### src/boot_reset_pkg.sv
// Purpose: shared constants and carrier types for the boot/reset controller
// Assumes: 100 MHz core clock
// Notes:   all timing figures are given in their own units, cycles derived
`default_nettype none
package boot_reset_pkg;
    localparam int unsigned CLK_PERIOD_NS  = 10;
    localparam int unsigned SUPPLY_WAIT_US = 100;
    // Least time, rounded up to whole cycles
    localparam int unsigned SUPPLY_WAIT_CYC =
        (SUPPLY_WAIT_US * 1000 + CLK_PERIOD_NS - 1) / CLK_PERIOD_NS;
    localparam int unsigned WAIT_W = 14;
    localparam logic [6:0] ADDR_PORT_A = 7'h38;
    localparam logic [6:0] ADDR_PORT_B = 7'h3F;
    localparam logic [7:0] STATUS_RESET = 8'h00;
    localparam int unsigned STAT_CONNECTED_BIT = 0;

    // Per-port data-connection status, read over the target port
    typedef struct packed {
        logic [4:0] reserved;
        logic       companionMode;
        logic       dpMode;
        logic       connected;
    } port_status_t;

    // Outputs toward the external SBU mux
    typedef struct packed {
        logic pathSelectA;
        logic pathSelectB;
        logic auxEnable;
        logic lowspeedEnable;
    } mux_ctl_t;

    typedef enum logic [1:0] {
        FLASH_OWN_LOAD,
        FLASH_WAIT_SUPPLY,
        FLASH_COMPANION
    } flash_phase_t;
endpackage : boot_reset_pkg
`default_nettype wire

### src/supply_wait_timer.sv
// Purpose: counts the settle time after the companion supply turns good
// Assumes: supply-good is synchronous to core_clk
// Notes:   any drop of supply-good restarts the wait
`default_nettype none
module supply_wait_timer #(
    parameter int unsigned WAIT_CYC = boot_reset_pkg::SUPPLY_WAIT_CYC
) (
    input  wire logic core_clk,    // Core clock
    input  wire logic rst_n,       // Sync reset, active low
    input  wire logic clkEn,       // Freezes state when low
    input  wire logic supplyGood,  // Companion supply valid
    output logic      waitDone     // Supply valid for the full wait
);
    logic [boot_reset_pkg::WAIT_W-1:0] count_r, count_nxt;
    logic                              done_r, done_nxt;

    // Count only while supply holds; restart from zero on any drop
    always_comb begin
        count_nxt = count_r;
        done_nxt  = done_r;
        if (!supplyGood) begin
            count_nxt = '0;
            done_nxt  = 1'b0;
        end else if (!done_r) begin
            if (count_r == boot_reset_pkg::WAIT_W'(WAIT_CYC - 1)) begin
                done_nxt = 1'b1;
            end else begin
                count_nxt = count_r + 1'b1;
            end
        end
    end

    always_ff @(posedge core_clk) begin
        if (!rst_n) begin
            count_r <= '0;
            done_r  <= 1'b0;
        end else if (clkEn) begin
            count_r <= count_nxt;
            done_r  <= done_nxt;
        end
    end

    assign waitDone = done_r;
endmodule : supply_wait_timer
`default_nettype wire

### src/port_status_target.sv
// Purpose: answers register reads for the two target addresses
// Assumes: the serial target engine presents a read pulse and the raw 7-bit address
// Notes:   the read strobe and address are taken on one edge
`default_nettype none
module port_status_target (
    input  wire logic                       core_clk,  // Core clock
    input  wire logic                       rst_n,     // Sync reset
    input  wire logic                       clkEn,     // Clock enable
    input  wire logic                       rdReq,     // Read request pulse
    input  wire logic [6:0]                 rdAddr,    // 7-bit target address
    input  wire boot_reset_pkg::port_status_t stA,     // Port A status
    input  wire boot_reset_pkg::port_status_t stB,     // Port B status
    output logic                            rdAck,     // Address matched
    output logic                            rdNack,    // Address unknown
    output logic [7:0]                      rdData     // Returned status
);
    logic       ack_r, ack_nxt, nack_r, nack_nxt;
    logic [7:0] data_r, data_nxt;

    // Each address maps to exactly one port; others are refused
    always_comb begin
        ack_nxt  = 1'b0;
        nack_nxt = 1'b0;
        data_nxt = data_r;
        if (rdReq) begin
            unique case (rdAddr)
                boot_reset_pkg::ADDR_PORT_A: begin
                    ack_nxt  = 1'b1;
                    data_nxt = stA;
                end
                boot_reset_pkg::ADDR_PORT_B: begin
                    ack_nxt  = 1'b1;
                    data_nxt = stB;
                end
                default: begin
                    nack_nxt = 1'b1;
                end
            endcase
        end
    end

    always_ff @(posedge core_clk) begin
        if (!rst_n) begin
            ack_r  <= 1'b0;
            nack_r <= 1'b0;
            data_r <= boot_reset_pkg::STATUS_RESET;
        end else if (clkEn) begin
            ack_r  <= ack_nxt;
            nack_r <= nack_nxt;
            data_r <= data_nxt;
        end
    end

    assign rdAck  = ack_r;
    assign rdNack = nack_r;
    assign rdData = data_r;
endmodule : port_status_target
`default_nettype wire

### src/shared_flash_boot_reset_ctl.sv
// Purpose: shared flash turn-taking, companion reset, status and SBU mux
// Assumes: all inputs synchronous to core_clk
// Notes:   reset output is an ordinary push-pull level on pin zero
// Notes on behaviour
// - The device loads its configuration first; the companion uses the flash only after.
// - Companion reset stays asserted until the configuration load is finished.
// - Pin zero is only the active-low companion reset output.
// - Reset is released no sooner than 100 us after companion supply is good.
// - The target port serves both addresses 0x38 and 0x3F.
// - Address 0x38 returns port A status and 0x3F returns port B status.
// - A port connection raises the shared interrupt and its status is readable.
// - Port 0 orientation drives both mux path selects together.
// - Port 0 display mode drives the aux enable, companion mode the low-speed one.
// - Primary port is controller to the SoC, secondary is target to the EC.
`default_nettype none
module shared_flash_boot_reset_ctl #(
    parameter int unsigned WAIT_CYC = boot_reset_pkg::SUPPLY_WAIT_CYC
) (
    input  wire logic        core_clk,        // 100 MHz core clock
    input  wire logic        rst_n,           // Sync reset, active low
    input  wire logic        clkEn,           // Freezes all state when low
    input  wire logic        configLoadDone,  // Own config read finished
    input  wire logic        companionSupplyGood, // Companion 3.3 V valid
    input  wire logic        bootHoldEn,      // EC wants release after boot
    input  wire logic        systemBooted,    // EC: system booted
    input  wire logic        rdReq,           // Target read request pulse
    input  wire logic [6:0]  rdAddr,          // Target address
    input  wire logic [1:0]  portConnected,   // Per-port connection
    input  wire logic [1:0]  portDpMode,      // Per-port display mode
    input  wire logic [1:0]  portCompanionMode, // Per-port companion mode
    input  wire logic        port0Flipped,    // Port 0 plug orientation
    input  wire logic        intAck,          // Companion has read status
    output logic             companionResetLine_n, // Pin zero reset out
    output logic             flashOwnedByDevice, // Device owns flash
    output logic             flashGrantCompanion, // Companion may use flash
    output logic             secondaryIntr_n, // Shared interrupt, low active
    output logic             rdAck,           // Read answered
    output logic             rdNack,          // Address refused
    output logic [7:0]       rdData,          // Status byte
    output boot_reset_pkg::mux_ctl_t muxCtl,  // SBU mux controls
    output logic             primaryIsController, // Primary port role
    output logic             secondaryIsTarget    // Secondary port role
);
    boot_reset_pkg::flash_phase_t phase_r, phase_nxt;
    logic rstLine_r, rstLine_nxt;
    logic own_r, own_nxt, grant_r, grant_nxt;
    logic waitDone;
    boot_reset_pkg::port_status_t stA, stB;
    logic [1:0] connPrev_r, connPrev_nxt;
    logic intPend_r, intPend_nxt;
    boot_reset_pkg::mux_ctl_t mux_r, mux_nxt;
    logic roles_r;

    supply_wait_timer #(.WAIT_CYC(WAIT_CYC)) u_wait (
        .core_clk  (core_clk),
        .rst_n     (rst_n),
        .clkEn     (clkEn),
        .supplyGood(companionSupplyGood),
        .waitDone  (waitDone)
    );

    // Flash ownership and reset release sequence
    always_comb begin
        phase_nxt   = phase_r;
        rstLine_nxt = 1'b0;
        own_nxt     = 1'b1;
        grant_nxt   = 1'b0;
        unique case (phase_r)
            boot_reset_pkg::FLASH_OWN_LOAD: begin
                if (configLoadDone) begin
                    phase_nxt = boot_reset_pkg::FLASH_WAIT_SUPPLY;
                end
            end
            boot_reset_pkg::FLASH_WAIT_SUPPLY: begin
                own_nxt = 1'b0;
                // Release needs supply settled and, if asked, boot done
                if (waitDone && (!bootHoldEn || systemBooted)) begin
                    phase_nxt   = boot_reset_pkg::FLASH_COMPANION;
                    rstLine_nxt = 1'b1;
                    grant_nxt   = 1'b1;
                end
            end
            boot_reset_pkg::FLASH_COMPANION: begin
                own_nxt = 1'b0;
                // Supply loss puts the companion back into reset
                if (!companionSupplyGood) begin
                    phase_nxt = boot_reset_pkg::FLASH_WAIT_SUPPLY;
                end else begin
                    rstLine_nxt = 1'b1;
                    grant_nxt   = 1'b1;
                end
            end
        endcase
    end

    // Reset value low keeps the companion held with no release glitch
    always_ff @(posedge core_clk) begin
        if (!rst_n) begin
            phase_r   <= boot_reset_pkg::FLASH_OWN_LOAD;
            rstLine_r <= 1'b0;
            own_r     <= 1'b1;
            grant_r   <= 1'b0;
        end else if (clkEn) begin
            phase_r   <= phase_nxt;
            rstLine_r <= rstLine_nxt;
            own_r     <= own_nxt;
            grant_r   <= grant_nxt;
        end
    end

    // Status bytes served over the target port
    always_comb begin
        stA = '0;
        stB = '0;
        stA.connected     = portConnected[0];
        stA.dpMode        = portDpMode[0];
        stA.companionMode = portCompanionMode[0];
        stB.connected     = portConnected[1];
        stB.dpMode        = portDpMode[1];
        stB.companionMode = portCompanionMode[1];
    end

    port_status_target u_tgt (
        .core_clk(core_clk),
        .rst_n   (rst_n),
        .clkEn   (clkEn),
        .rdReq   (rdReq),
        .rdAddr  (rdAddr),
        .stA     (stA),
        .stB     (stB),
        .rdAck   (rdAck),
        .rdNack  (rdNack),
        .rdData  (rdData)
    );

    // Any new connection raises the interrupt; set wins over ack
    always_comb begin
        connPrev_nxt = portConnected;
        intPend_nxt  = intPend_r;
        if (intAck) begin
            intPend_nxt = 1'b0;
        end
        if (|(portConnected & ~connPrev_r)) begin
            intPend_nxt = 1'b1;
        end
    end

    // Mux follows port 0 events; both selects move as one
    always_comb begin
        mux_nxt.pathSelectA    = port0Flipped;
        mux_nxt.pathSelectB    = port0Flipped;
        mux_nxt.auxEnable      = portConnected[0] & portDpMode[0];
        mux_nxt.lowspeedEnable = portConnected[0]
                                 & portCompanionMode[0];
    end

    always_ff @(posedge core_clk) begin
        if (!rst_n) begin
            connPrev_r <= 2'h0;
            intPend_r  <= 1'b0;
            mux_r      <= '0;
            roles_r    <= 1'b0;
        end else if (clkEn) begin
            connPrev_r <= connPrev_nxt;
            intPend_r  <= intPend_nxt;
            mux_r      <= mux_nxt;
            roles_r    <= 1'b1;
        end
    end

    assign companionResetLine_n = rstLine_r;
    assign flashOwnedByDevice   = own_r;
    assign flashGrantCompanion  = grant_r;
    assign secondaryIntr_n      = ~intPend_r;
    assign muxCtl               = mux_r;
    assign primaryIsController  = roles_r;
    assign secondaryIsTarget    = roles_r;
endmodule : shared_flash_boot_reset_ctl
`default_nettype wire

### config.mk
export PLATFORM = sky130hd
export DESIGN_NAME = shared_flash_boot_reset_ctl
export DESIGN_NICKNAME = d
export VERILOG_FILES = /design/src/boot_reset_pkg.sv /design/src/supply_wait_timer.sv /design/src/port_status_target.sv /design/src/shared_flash_boot_reset_ctl.sv
export SDC_FILE = /design/constraint.sdc
export NUM_CORES = 1
export LEC_CHECK = 0
export BUFFER_PORTS_ARGS = -buffer_cell sky130_fd_sc_hd__buf_2
export CORE_MARGIN = 4
export CORE_UTILIZATION = 45
export DETAILED_ROUTE_END_ITERATION = 8
export PLACE_DENSITY = 0.67
export REMOVE_ABC_BUFFERS = 1
export SLEW_MARGIN = 0
export SYNTH_ARGS = -nofsm -noshare
export SYNTH_HDL_FRONTEND = slang
export SYNTH_SLANG_ARGS = --single-unit
export TNS_END_PERCENT = 50
### constraint.sdc
create_clock -name core_clk -period 1.9 [get_ports core_clk]
set_input_delay 0.19 -clock core_clk [delete_from_list [all_inputs] [get_ports core_clk]]
set_output_delay 0.19 -clock core_clk [all_outputs]
set_load 0.1 [all_outputs]
# Word level (Yosys, flattened, before mapping)
# Cells that the tools add are included.
word_totals:
  word_cells: 64
  output_inout_bits: 20
  input_bits: 23
  regBits: 36
op_classes:
  reduce_logical: 13
  n_addsub: 1
  muxes: 21
  n_bitwise: 5
  eq_ne: 10
ops:
  columns: ["cell", "n"]
  rows:
  - ["14-bit two-way mux", 3]
  - ["8-bit case mux with 2 select lines", 1]
  - ["14-bit by 1-bit adder with 14-bit output (second input constant)", 1]
  - ["14-bit equality test (second input constant)", 1]
  - ["7-bit by 6-bit equality test with 1-bit output (second input constant)", 2]
  - ["1-bit two-way mux", 12]
  - ["2-bit != test (second input constant)", 5]
  - ["2-bit two-way mux", 3]
  - ["2-bit case mux with 3 select lines", 1]
  - ["3-bit AND reduction", 2]
  - ["2-bit OR reduction", 3]
  - ["4-bit AND reduction", 1]
  - ["2-bit nonzero test", 2]
  - ["1-bit AND", 2]
  - ["2-bit AND", 1]
  - ["2-bit by 1-bit equality test with 1-bit output (second input constant)", 1]
  - ["2-bit equality test (second input constant)", 1]
  - ["2-bit zero test", 1]
  - ["2-bit inverter", 1]
  - ["1-bit case mux with 2 select lines", 1]
  - ["2-bit AND reduction", 1]
  - ["1-bit logical AND", 1]
  - ["1-bit zero test", 1]
  - ["1-bit logical OR", 1]
  - ["1-bit inverter", 1]

# Logic depth before layout (Yosys ltp)
# Gate-level depths: netlist of run 1.
depth:
  ltp_word: 5
  mapped_depth: 6

# Modules after synthesis
# From an unflattened synthesis of run 1, not the netlist that was laid out.
hier_totals:
  cells_unflattened: 225
  hier_area_um2: 2047.0
modules_own_cells:
  columns: ["module", "area_each_um2", "cells_per_inst", "seq_area_each_um2", "instances"]
  rows:
  - ["supply_wait_timer", 899.6, 101, 300.3, 1]
  - ["port_status_target", 578.1, 62, 200.2, 1]
  - ["shared_flash_boot_reset_ctl", 569.3, 62, 220.2, 1]

# Worst setup path after synthesis of run 1
# OpenSTA, ideal clock, no wires.
synth_timing:
  path_type: "register to register"
  start: "register u_wait.count_r[4] (netlist bit)"
  end: "register u_wait.count_r[7] (netlist bit)"
  path_slack_ns: 0.152
  stages_incl_launch_ff: 6
  t_required_ns: 1.781
  n_path_buf: 1
  arrival_ns: 1.629
  setup_ns: 0.119
  cell_sequence: "dfxtp_1 -> or4b_4 -> nor4_4 -> buf_4 -> nor4_1 -> o221a_1"
synth_via:
  elab_chain_len: 4
synth_lines:
  columns: ["element", "line_no", "text"]
  rows:
  - ["start: declaration", "supply_wait_timer.sv:14", "logic [boot_reset_pkg::WAIT_W-1:0] count_r, count_nxt;"]
  - ["start signal: assignment", "supply_wait_timer.sv:38", "count_r <= count_nxt;"]
  - ["14-bit by 1-bit adder with 14-bit output", "supply_wait_timer.sv:28", "count_nxt = count_r + 1'b1;"]
  - ["14-bit two-way mux", "supply_wait_timer.sv:25", "if (count_r == boot_reset_pkg::WAIT_W'(WAIT_CYC - 1)) begin"]
  - ["14-bit two-way mux", "supply_wait_timer.sv:24", "end else if (!done_r) begin"]
  - ["14-bit two-way mux", "supply_wait_timer.sv:21", "if (!supplyGood) begin"]
# Parallel ways exist; a longest one is shown, timed or not. The select of a mux whose other input is x is not followed.
# A chain may end at the register's enable or synchronous reset.

# Final worst setup path of run 1
layout_timing:
  start: "register u_wait.count_r[5] (netlist bit)"
  end: "register u_wait.count_r[3] (netlist bit)"
layout_via:
  elab_chain_len: 3
layout_lines:
  columns: ["element", "line_no"]
  rows:
  - ["14-bit equality test", "supply_wait_timer.sv:25"]
  - ["2-bit != test (no line)", null]
  - ["3-bit AND reduction (no line)", null]
# Every way passes these cells.

==> results by stage, run 1 <==
Final layout:
- The area taken by multi-input logic gates is 912 sq um.
- For this run, the number of standard cells in the final layout without fillers is 285.
- The fraction of layout instances using a drive strength above 1 is 26.4%.
- After filler insertion, the fill cell instance count of the layout stands at around 330.
- The net count reported at finish is ~270.
- After routing the design area is 2000 sq um.
- The number of antenna diodes in the final layout is 0.
- From synthesis to final layout, the design area changed by 20.1%.
- The final design utilization is 57.8%.
- The area occupied by registers is 621 sq um.

Synthesis:
- The register bit total from synthesis is 31.
- Counting every instance in the synthesized netlist gives 196.
- The portion of the post-synthesis area used by sequential elements is 37.2%.
- The number of library cell types mapped by synthesis is 46.
- Of the post-synthesis cell area, the dominant cell type holds 37.2%.
- Of all cell types, the one taking the most synthesized area is dfxtp_1.
- Yosys attributes the largest share of cell area to dfxtp_1, nand2_1, buf_4.
- Yosys printed 0 warnings.
- Summing every instance area after synthesis gives 1670 sq um.
- After synthesis, the mean cell area works out to between 8 and 9 sq um.
- Counting flops with an async set or reset pin after synthesis yields a share of 0%.
- The number of enable-type register cells in the synthesized netlist is 0.
- For this run, the leading register cell type out of synthesis is dfxtp_1.

GRT:
- Global routing finished with a remaining overflow of 0.
- The met1 demand-to-capacity share in global routing is 25.0%.
- The initial antenna violation count is 0.
- The first global-routing pass estimated 6340 microns of wire.
- The via count of the first global-routing pass came to 1382.
- The overall fraction of global-route tracks in use is between 15 and 20%.
- Global routing consumed, on the met2 layer, 25.7% of the routing resources.
- Entering global routing, the biggest net connects 18 pins.
- The most congested layer reported by global routing is met2.
- Global routing consumed, on the met3 layer, 4.70% of the routing resources.

Clocking:
- The TritonCTS clock tree is built.
- The master cell of the clock root buffer is clkbuf_8.
- The clock tree synthesis step divided the H-tree into 2 levels.
- Clock-pin slew was measured on the worst setup and hold paths at 0.06 ns.
- The clock drives 31 sinks.
- The maximum clock path buffer count is 2.
- The buffer count from post-CTS setup fixing is 0.
- Buffers inserted to repair hold after CTS numbered 0.
- Gates resized during post-CTS repair numbered 0.
- For the worst-skew pair, the clock arrives at the later sink with an insertion delay of 0.28 ns.
- The TritonCTS buffer count is 5.

Outcome:
- The run finished with clean final reports.

Critical path:
- The critical path is of the reg -> reg type.
- STA classifies the critical path startpoint as a flip-flop.
- The maximum fanout count along the critical path is 12.
- STA classifies the critical path endpoint as a flip-flop.
- The data required time at the worst endpoint is a little over 2 ns.
- The data arrival time at the worst-slack endpoint is 1.97 ns.

Timing:
- In the post-route analysis, the smallest setup slack over all paths is 0.0997 ns.
- The number of pins with negative max-slew slack in the final report was 0.
- The smallest clock period supported by the final layout is computed as 1.80 ns.
- On the final layout, the worst hold slack is 0.166 ns.
- Setup violations remaining at the end of the flow were counted as 0.
- Setup repair after global routing left no endpoint under its margin.
- The largest clock skew in the final design is 0.00310 ns.
- Derived from the worst setup path, the maximum achievable clock frequency is 0.555 GHz.
- The final count of hold timing violations is 0.
- After layout, the worst path uses 94.8% of the clock period.

Placement:
- Routability-driven placement finished with a final weighted congestion of roughly 0.83.
- The count of buffers added on input and output ports is 37.
- The wire-length estimate of the detail-placed layout is ~2800 microns.
- The number of placed instances, taps included is 277.
- Prior to clock tree synthesis, the placed netlist has a worst setup slack of 0.117 ns.
- The placement-stage cell area is 1900 sq um.

Floorplan:
- The floorplan has 21 rows.
- The starting density of the core is 48.1%.
- The die covers 4740 sq um.
- The horizontal die dimension is approximately 69 microns.
- The placeable core region is approximately 3500 sq um.
- The count of boundary I/O pins is 43.
- The die boundary height is 68.9 microns.

Power:
- The standby leakage power is 0.841 nW.
- The power share of the combinational group is 17.8%.
- Of the total power, registers draw 44.9%.
- IR analysis of the VDD net gives a maximum drop of 0.000488 V.
- The net switching share of the total power is around 30%.
- Of the total power, the clock network draws 37.3%.
- For this design the ratio of total power to cell area is 755 nW/um^2.
- The internal power summed over all cells is ~1.1 mW.
- For this design the total switching power over the nets is around 0.45 mW.

Drt:
- The via density per instance is 5.35.
- The number of nets with antenna violations after detailed routing is 0.
- After the first detailed-routing iteration, the DRC count stood at 85.
- For this run, design rule violations remaining after detail routing come to 0.
- The first-pass iteration count of the detailed router is 4.
- Dividing the detail-routed wire length by the instance count gives about 13 microns.
- The detailed router placed between 1.5k and 2k vias in this run.
- The final routed wirelength across all metal layers is 3630 microns.

Hold path:
- The tightest min-delay check is of the in -> reg type.

Job:
- Across the run, the number of max-cap violations was 0.
==> cells in the final DEF, fill, tap and decap left out, drive strengths merged, types with 2 or more instances in the layout <==
| cell type | n |
|---|---|
| nor2 | 13 |
| o31ai | 3 |
| a21oi | 7 |
| dfxtp | 31 |
| nand2 | 23 |
| or3 | 4 |
| nor4 | 3 |
| a211oi | 6 |
| o32ai | 2 |
| nand4b | 3 |
| nand4 | 3 |
| a21o | 2 |
| or4 | 2 |
| or2 | 5 |
| nand3 | 7 |
| o221a | 4 |
| o311ai | 3 |
| nand2b | 4 |
| ha | 4 |
| o31a | 4 |
| inv | 12 |
| o21ai | 9 |
| clkbuf | 8 |
| nor3 | 3 |
| o311a | 2 |
| conb | 5 |
| mux2i | 5 |
| buf | 48 |
==> final cells by class <==
type / instances / area share (%)
Clock buffer: 8 / 5.00
Inverter: 12 / 2.25
Multi-Input combinational cell: 140 / 45.5
Sequential cell: 31 / 31.0
Tap cell: 46 / 2.87
Timing Repair Buffer: 48 / 13.4
==> logic make-up after synthesis <==
group,share of synthesized area [%]
buffers and inverters,9.00
AND/OR/NAND/NOR,24.3
flip-flops,37.2
multiplexers,3.00
AO/OA/AOI/OAI,23.3
adder cells (fa/ha/maj),3.00
other,0.225
==> layer usage <==
layer	vias up	wire, microns
li1	789	-
met1	672	1730
met2	56	1560
met3	7	281
met4	0	53
met5	-	0
==> cell usage after synthesis, types with 2 or more instances <==
cell type	number
nor3_1	3
o31ai_1	3
nand3_1	7
o31a_1	4
nor2_1	13
nand2b_1	4
inv_1	12
o32ai_1	2
buf_4	11
or3_1	4
nand4_1	3
clkbuf_1	5
nor4_1	2
or2_2	4
a21oi_1	7
a21o_1	2
o311ai_0	3
mux2i_1	5
o311a_1	2
or4_1	2
o221a_1	4
nand4b_1	3
a211oi_1	5
ha_1	4
dfxtp_1	31
o21ai_0	9
nand2_1	23
==> per-stage QoR <==
stage	TNS (ns)	total power, mW
2_1_floorplan	-0.626	0.888
3_3_place_gp	0	0.962
3_5_place_dp	0	0.963
4_1_cts	0	1.53
5_1_grt	0	1.58
6_report	0	1.51
==> final timing paths <==
path,startpoint,to,slack (ns),cells past startpoint
worst max register to register,u_wait.count_r[5],u_wait.count_r[3],0.1,5
worst max-delay path,u_wait.count_r[5],u_wait.count_r[3],0.1,5
worst min register to register,muxCtl[1],muxCtl[1],0.46,2
worst min-delay path,port0Flipped,muxCtl[2],0.17,3
==> critical path, cell delays in order (launching register included) <==
cell and delay, ns:
dfxtp_1 0.33, or4b_4 0.53, nor4_4 0.30, buf_4 0.22
nor3_1 0.07, o221a_1 0.23
==> state kept, by name (all words and copies together) (netlist names), 2 cells and up <==
name	flops
phase_r	2
muxCtl	3
u_wait.count_r	14
u_tgt.rdData	3
connPrev_r	2
==> power groups by stage <==
| stage | clock network [mW] | registers (mW) | logic (mW) |
|---|---|---|---|
| after global placement | 0 | 0.692 | 0.270 |
| after global routing | 0.611 | 0.680 | 0.290 |
| after detailed placement | 0 | 0.693 | 0.270 |
| final | 0.564 | 0.678 | 0.269 |
| after floorplan | 0 | 0.763 | 0.126 |
| after CTS | 0.581 | 0.678 | 0.270 |
(Power assumes the default switching activity.)
==> run 2: changes to the inputs <==
- ABC_AREA: default -> 1
- CTS_CLUSTER_SIZE: default -> 20
- PLACE_DENSITY: 0.67 -> 0.66
==> run 2 against run 1 <==
  * Area after synthesis rose by 6.8%
  * Cell area rose by 2.9%
  * Flip-flop and latch count did not move
  * Combinational power rose by 8.9%
  * Via count rose by 16%
  * Critical path depth rose by 1
  * Largest power group unchanged
==> results by stage, run 2 <==
Synthesis:
- The dominant cell type by area after synthesis is dfxtp_1.
- The main combinational cell family by area after synthesis is simple AND/OR/NAND/NOR gates.
- The synthesized netlist cell count is 277.
- Ranked by total cell area, the synthesized netlist is headed by dfxtp_1, nand2_1, inv_1.
- Synthesis instantiated 25 different standard cells from the library.
- In this run the mean area of a mapped cell was 6.43 sq um.
- In the post-synthesis netlist, the cell with the most instances is nand2_1.
- Of the total synthesized cell area, the portion taken by AND, OR, NAND and NOR gates is 36.7%.
- The async set or reset register ratio after synthesis is 0%.
- The most instantiated flip-flop cell in the synthesis netlist is dfxtp_1.
- The number of enable-type register cells in the synthesized netlist is 0.
- The portion of netlist area occupied by mux cells is 0%.
- For this run, the number of Yosys warnings is 0.
- The portion of the post-synthesis area used by sequential elements is 34.8%.
- The synthesized cell area is 1780 sq um.
- The synthesized netlist devotes 10.7% of its cell area to compound gates.
- After Yosys synthesis, XOR and XNOR cells account for 0% of the synthesized area.
- The register bit total from synthesis is 31.
- In this run the biggest area consumer among cell types represents 34.8% of the synthesized area.
- Sorting the synthesized cells by how often they occur yields nand2_1, inv_1, dfxtp_1, nor2_1, nand3_1.
- The synthesized netlist devotes 2.81% of its cell area to adder and majority cells.

Critical path:
- The highest cell delay on the worst timing path is 0.40 ns.
- The type of element capturing the critical path is a flip-flop.
- The depth of the worst register-to-register path is 6.
- Along the worst path, the maximum fanout reaches 13.
- The setup path with the least slack is of type reg -> reg.
- The kind of cell adding the most delay to the critical path is simple AND/OR/NAND/NOR gates.
- Together, buffers and inverters on the worst path number 0.
- The type of element launching the critical path is a flip-flop.
- The critical path crosses 6 cells after its start point.
- The largest individual stage delay along the critical path comes from the cell dfxtp_1.
- STA puts the critical path data required time at 2.06 ns.
- Data on the critical path arrives at its endpoint at 1.82 ns.
- Traced cell by cell, the critical path runs through ha_1 -> nand3_1 -> nor2_1 -> nand3_2 -> nand4_1 -> o21ai_0.

Timing:
- Timing would allow up to a little over 0.6 GHz.
- The number of pins with negative max-slew slack in the final report is 0.
- The final cycle utilization of the critical path is 87.2%.
- The post-route minimum period is about 1.7 ns.
- Setup repair after global routing left no endpoint under its margin.
- The final count of hold timing violations is 0.
- The clock arrives with 0.00442 ns of skew.
- Setup violations remaining at the end of the flow were counted as 0.

Outcome:
- The run finished with clean final reports.

Clocking:
- CTS placed an instance of clkbuf_8 at the clock tree root.
- TritonCTS built the clock tree.
- Counting every sink on the clock net gives 31.
- After clock tree synthesis, the setup repair step added 0 buffers.
- The longest clock path from root to sink contains 2 buffers.
- The number of hold buffers added after cts is 0.
- Counting the buffers created by CTS gives 5.
- After clock tree synthesis, the clock-pin slew on the worst setup and hold paths is about 0.060 ns.
- CTS built an H-tree with a depth of 2.
- The total of cells resized after clock tree synthesis is 0.
- At the later pin of the worst-skew pair, clock insertion delay measures 0.28 ns.

Placement:
- The number of placed instances, taps included is 351.
- At the end of routability-driven placement, the weighted congestion stood at around 0.82.
- In this run the cell area measured after placement is 1950 sq um.
- Summed over all nets, the half-perimeter wirelength after detailed placement is 3020 microns.
- In this run the tool buffered the top-level ports with 37 buffer cells.

GRT:
- Across every metal layer, demand over resource in global routing totals 17.1%.
- Entering global routing, the biggest net connects 20 pins.
- The via count of the first global-routing pass was 1628.
- The initial antenna violation count is 0.
- The leftover overflow at the end of global routing is 0.
- The first global-routing pass estimated 7100 microns of wire.

Drt:
- The number of nets with antenna violations after detailed routing is 0.
- Before antenna repair, the detailed router went through 4 iterations.
- The final routed wire length divided by cell count is 11.1 microns.
- After detailed routing, the total wire length is approximately 4000 microns.
- The routed design uses 224 microns of met3 wire.
- In the routed layout, each cell is associated on average with a via count of slightly below 5.
- In the routed design, unresolved DRC markers number 0.
- The uppermost metal layer occupied by signal nets is met4.
- The routed metal-1 wire length is 1900 microns.
- For this block, the via count after detailed routing is 1768.
- The routed wire length on met2 is approximately 1800 microns.
- The number of design-rule violations left by the first detailed-router iteration is 169.

Job:
- The tool flagged a number of max-cap violations equal to 0.

Final layout:
- The most frequent standard cell in the layout excluding fill and tap cells is nand2_1.
- The net count of the finished layout is 337.
- 0 antenna diodes ended up in the layout.
- The register with the most flip-flops in the layout has 14 of them.
- Leaving out fill and tap cells, the most frequent cells in the layout are nand2_1, inv_1, buf_2.
- More flip-flops sit in one register than any other, and that register is u_wait.count_r.
- After the flow finishes, the layout carries non-filler instances totaling around 360.
- The post-route netlist has 16.1% of its cells at a drive strength greater than 1.
- After routing the design area is 2060 sq um.
- The final design utilization is approximately 55%.
- The relative area change from synthesis to final layout is 15.7%.

Floorplan:
- The die boundary height is 70.9 microns.
- The count of boundary I/O pins is 43.
- The placeable core region is approximately 3700 sq um.
- The die is just over 70 microns wide.
- The floorplan step defined a die boundary enclosing 5030 sq um.
- The initial utilization of the core area, before any placement, comes to 47.6%.
- The site row count is 22.

Power:
- IR analysis of the VDD net gives a maximum drop of just over 0.0006 V.
- The design draws 1.60 mW.
- The standby leakage power is ~1 nW.
- The power density over the cells is 775 nW/um^2.

Hold path:
- The worst hold path was traced through 3 stages.
- The worst min-delay path class is in -> reg.
[run 2: stage by stage]
stage	setup slack [ns]	setup TNS [ns]	hold WS, ns
final	0.242	0	0.135
after global routing	0.00658	0	0.180
after CTS	0.250	0	0.131
after detailed placement	0.267	0	0.425
after global placement	0.317	0	0.426
after floorplan	-0.0326	-0.0552	0.289
[run 2: routing by layer]
metal	vias to the layer above	global-route usage [%]
li1	937	-
met1	784	22.7
met2	43	27.8
met3	4	4.26
met4	0	3.97
met5	-	0
[run 2: cell type report]
cell class / instances / area [sq um]
Multi-Input combinational cell: 192 / 920
Timing Repair Buffer: 40 / 208
Clock buffer: 6 / 72.6
Clock inverter: 1 / 30.0
Inverter: 40 / 150
Sequential cell: 31 / 621
Tap cell: 48 / 60.1
Fill cell: 391 / 1680
[run 2: cell families (layout without fill, tap and decap cells)]
| kind of cell | Yosys count | count (layout) |
|---|---|---|
| simple gates | 147 | 147 |
| flops | 31 | 31 |
| buf+inv | 58 | 87 |
| other cells | 1 | 5 |
| compound gates | 36 | 36 |
| fa+ha+maj | 4 | 4 |
[run 2: final timing paths]
check,startpoint,endpoint,slack (ns)
max,u_wait.count_r[0],u_wait.count_r[11],0.24
min,port0Flipped,muxCtl[2],0.14
max reg2reg,u_wait.count_r[0],u_wait.count_r[11],0.24
min reg2reg,connPrev_r[1],connPrev_r[1],0.46
[run 2: where the power goes]
group / switching [mW] / total (mW) / internal, mW / leakage [nW]
clock network: 0.237 / 0.621 / 0.384 / 0.0513
registers: 0.0122 / 0.683 / 0.671 / 0.252
logic: 0.230 / 0.293 / 0.0630 / 0.692
total: 0.480 / 1.60 / 1.12 / 0.996
[run 2: worst reg2reg max path: stages (launching register included)]
cell and delay, ns:
dfxtp_1 0.40, ha_1 0.22, nand3_1 0.11, nor2_1 0.14, nand3_2 0.25, nand4_1 0.30, o21ai_0 0.12
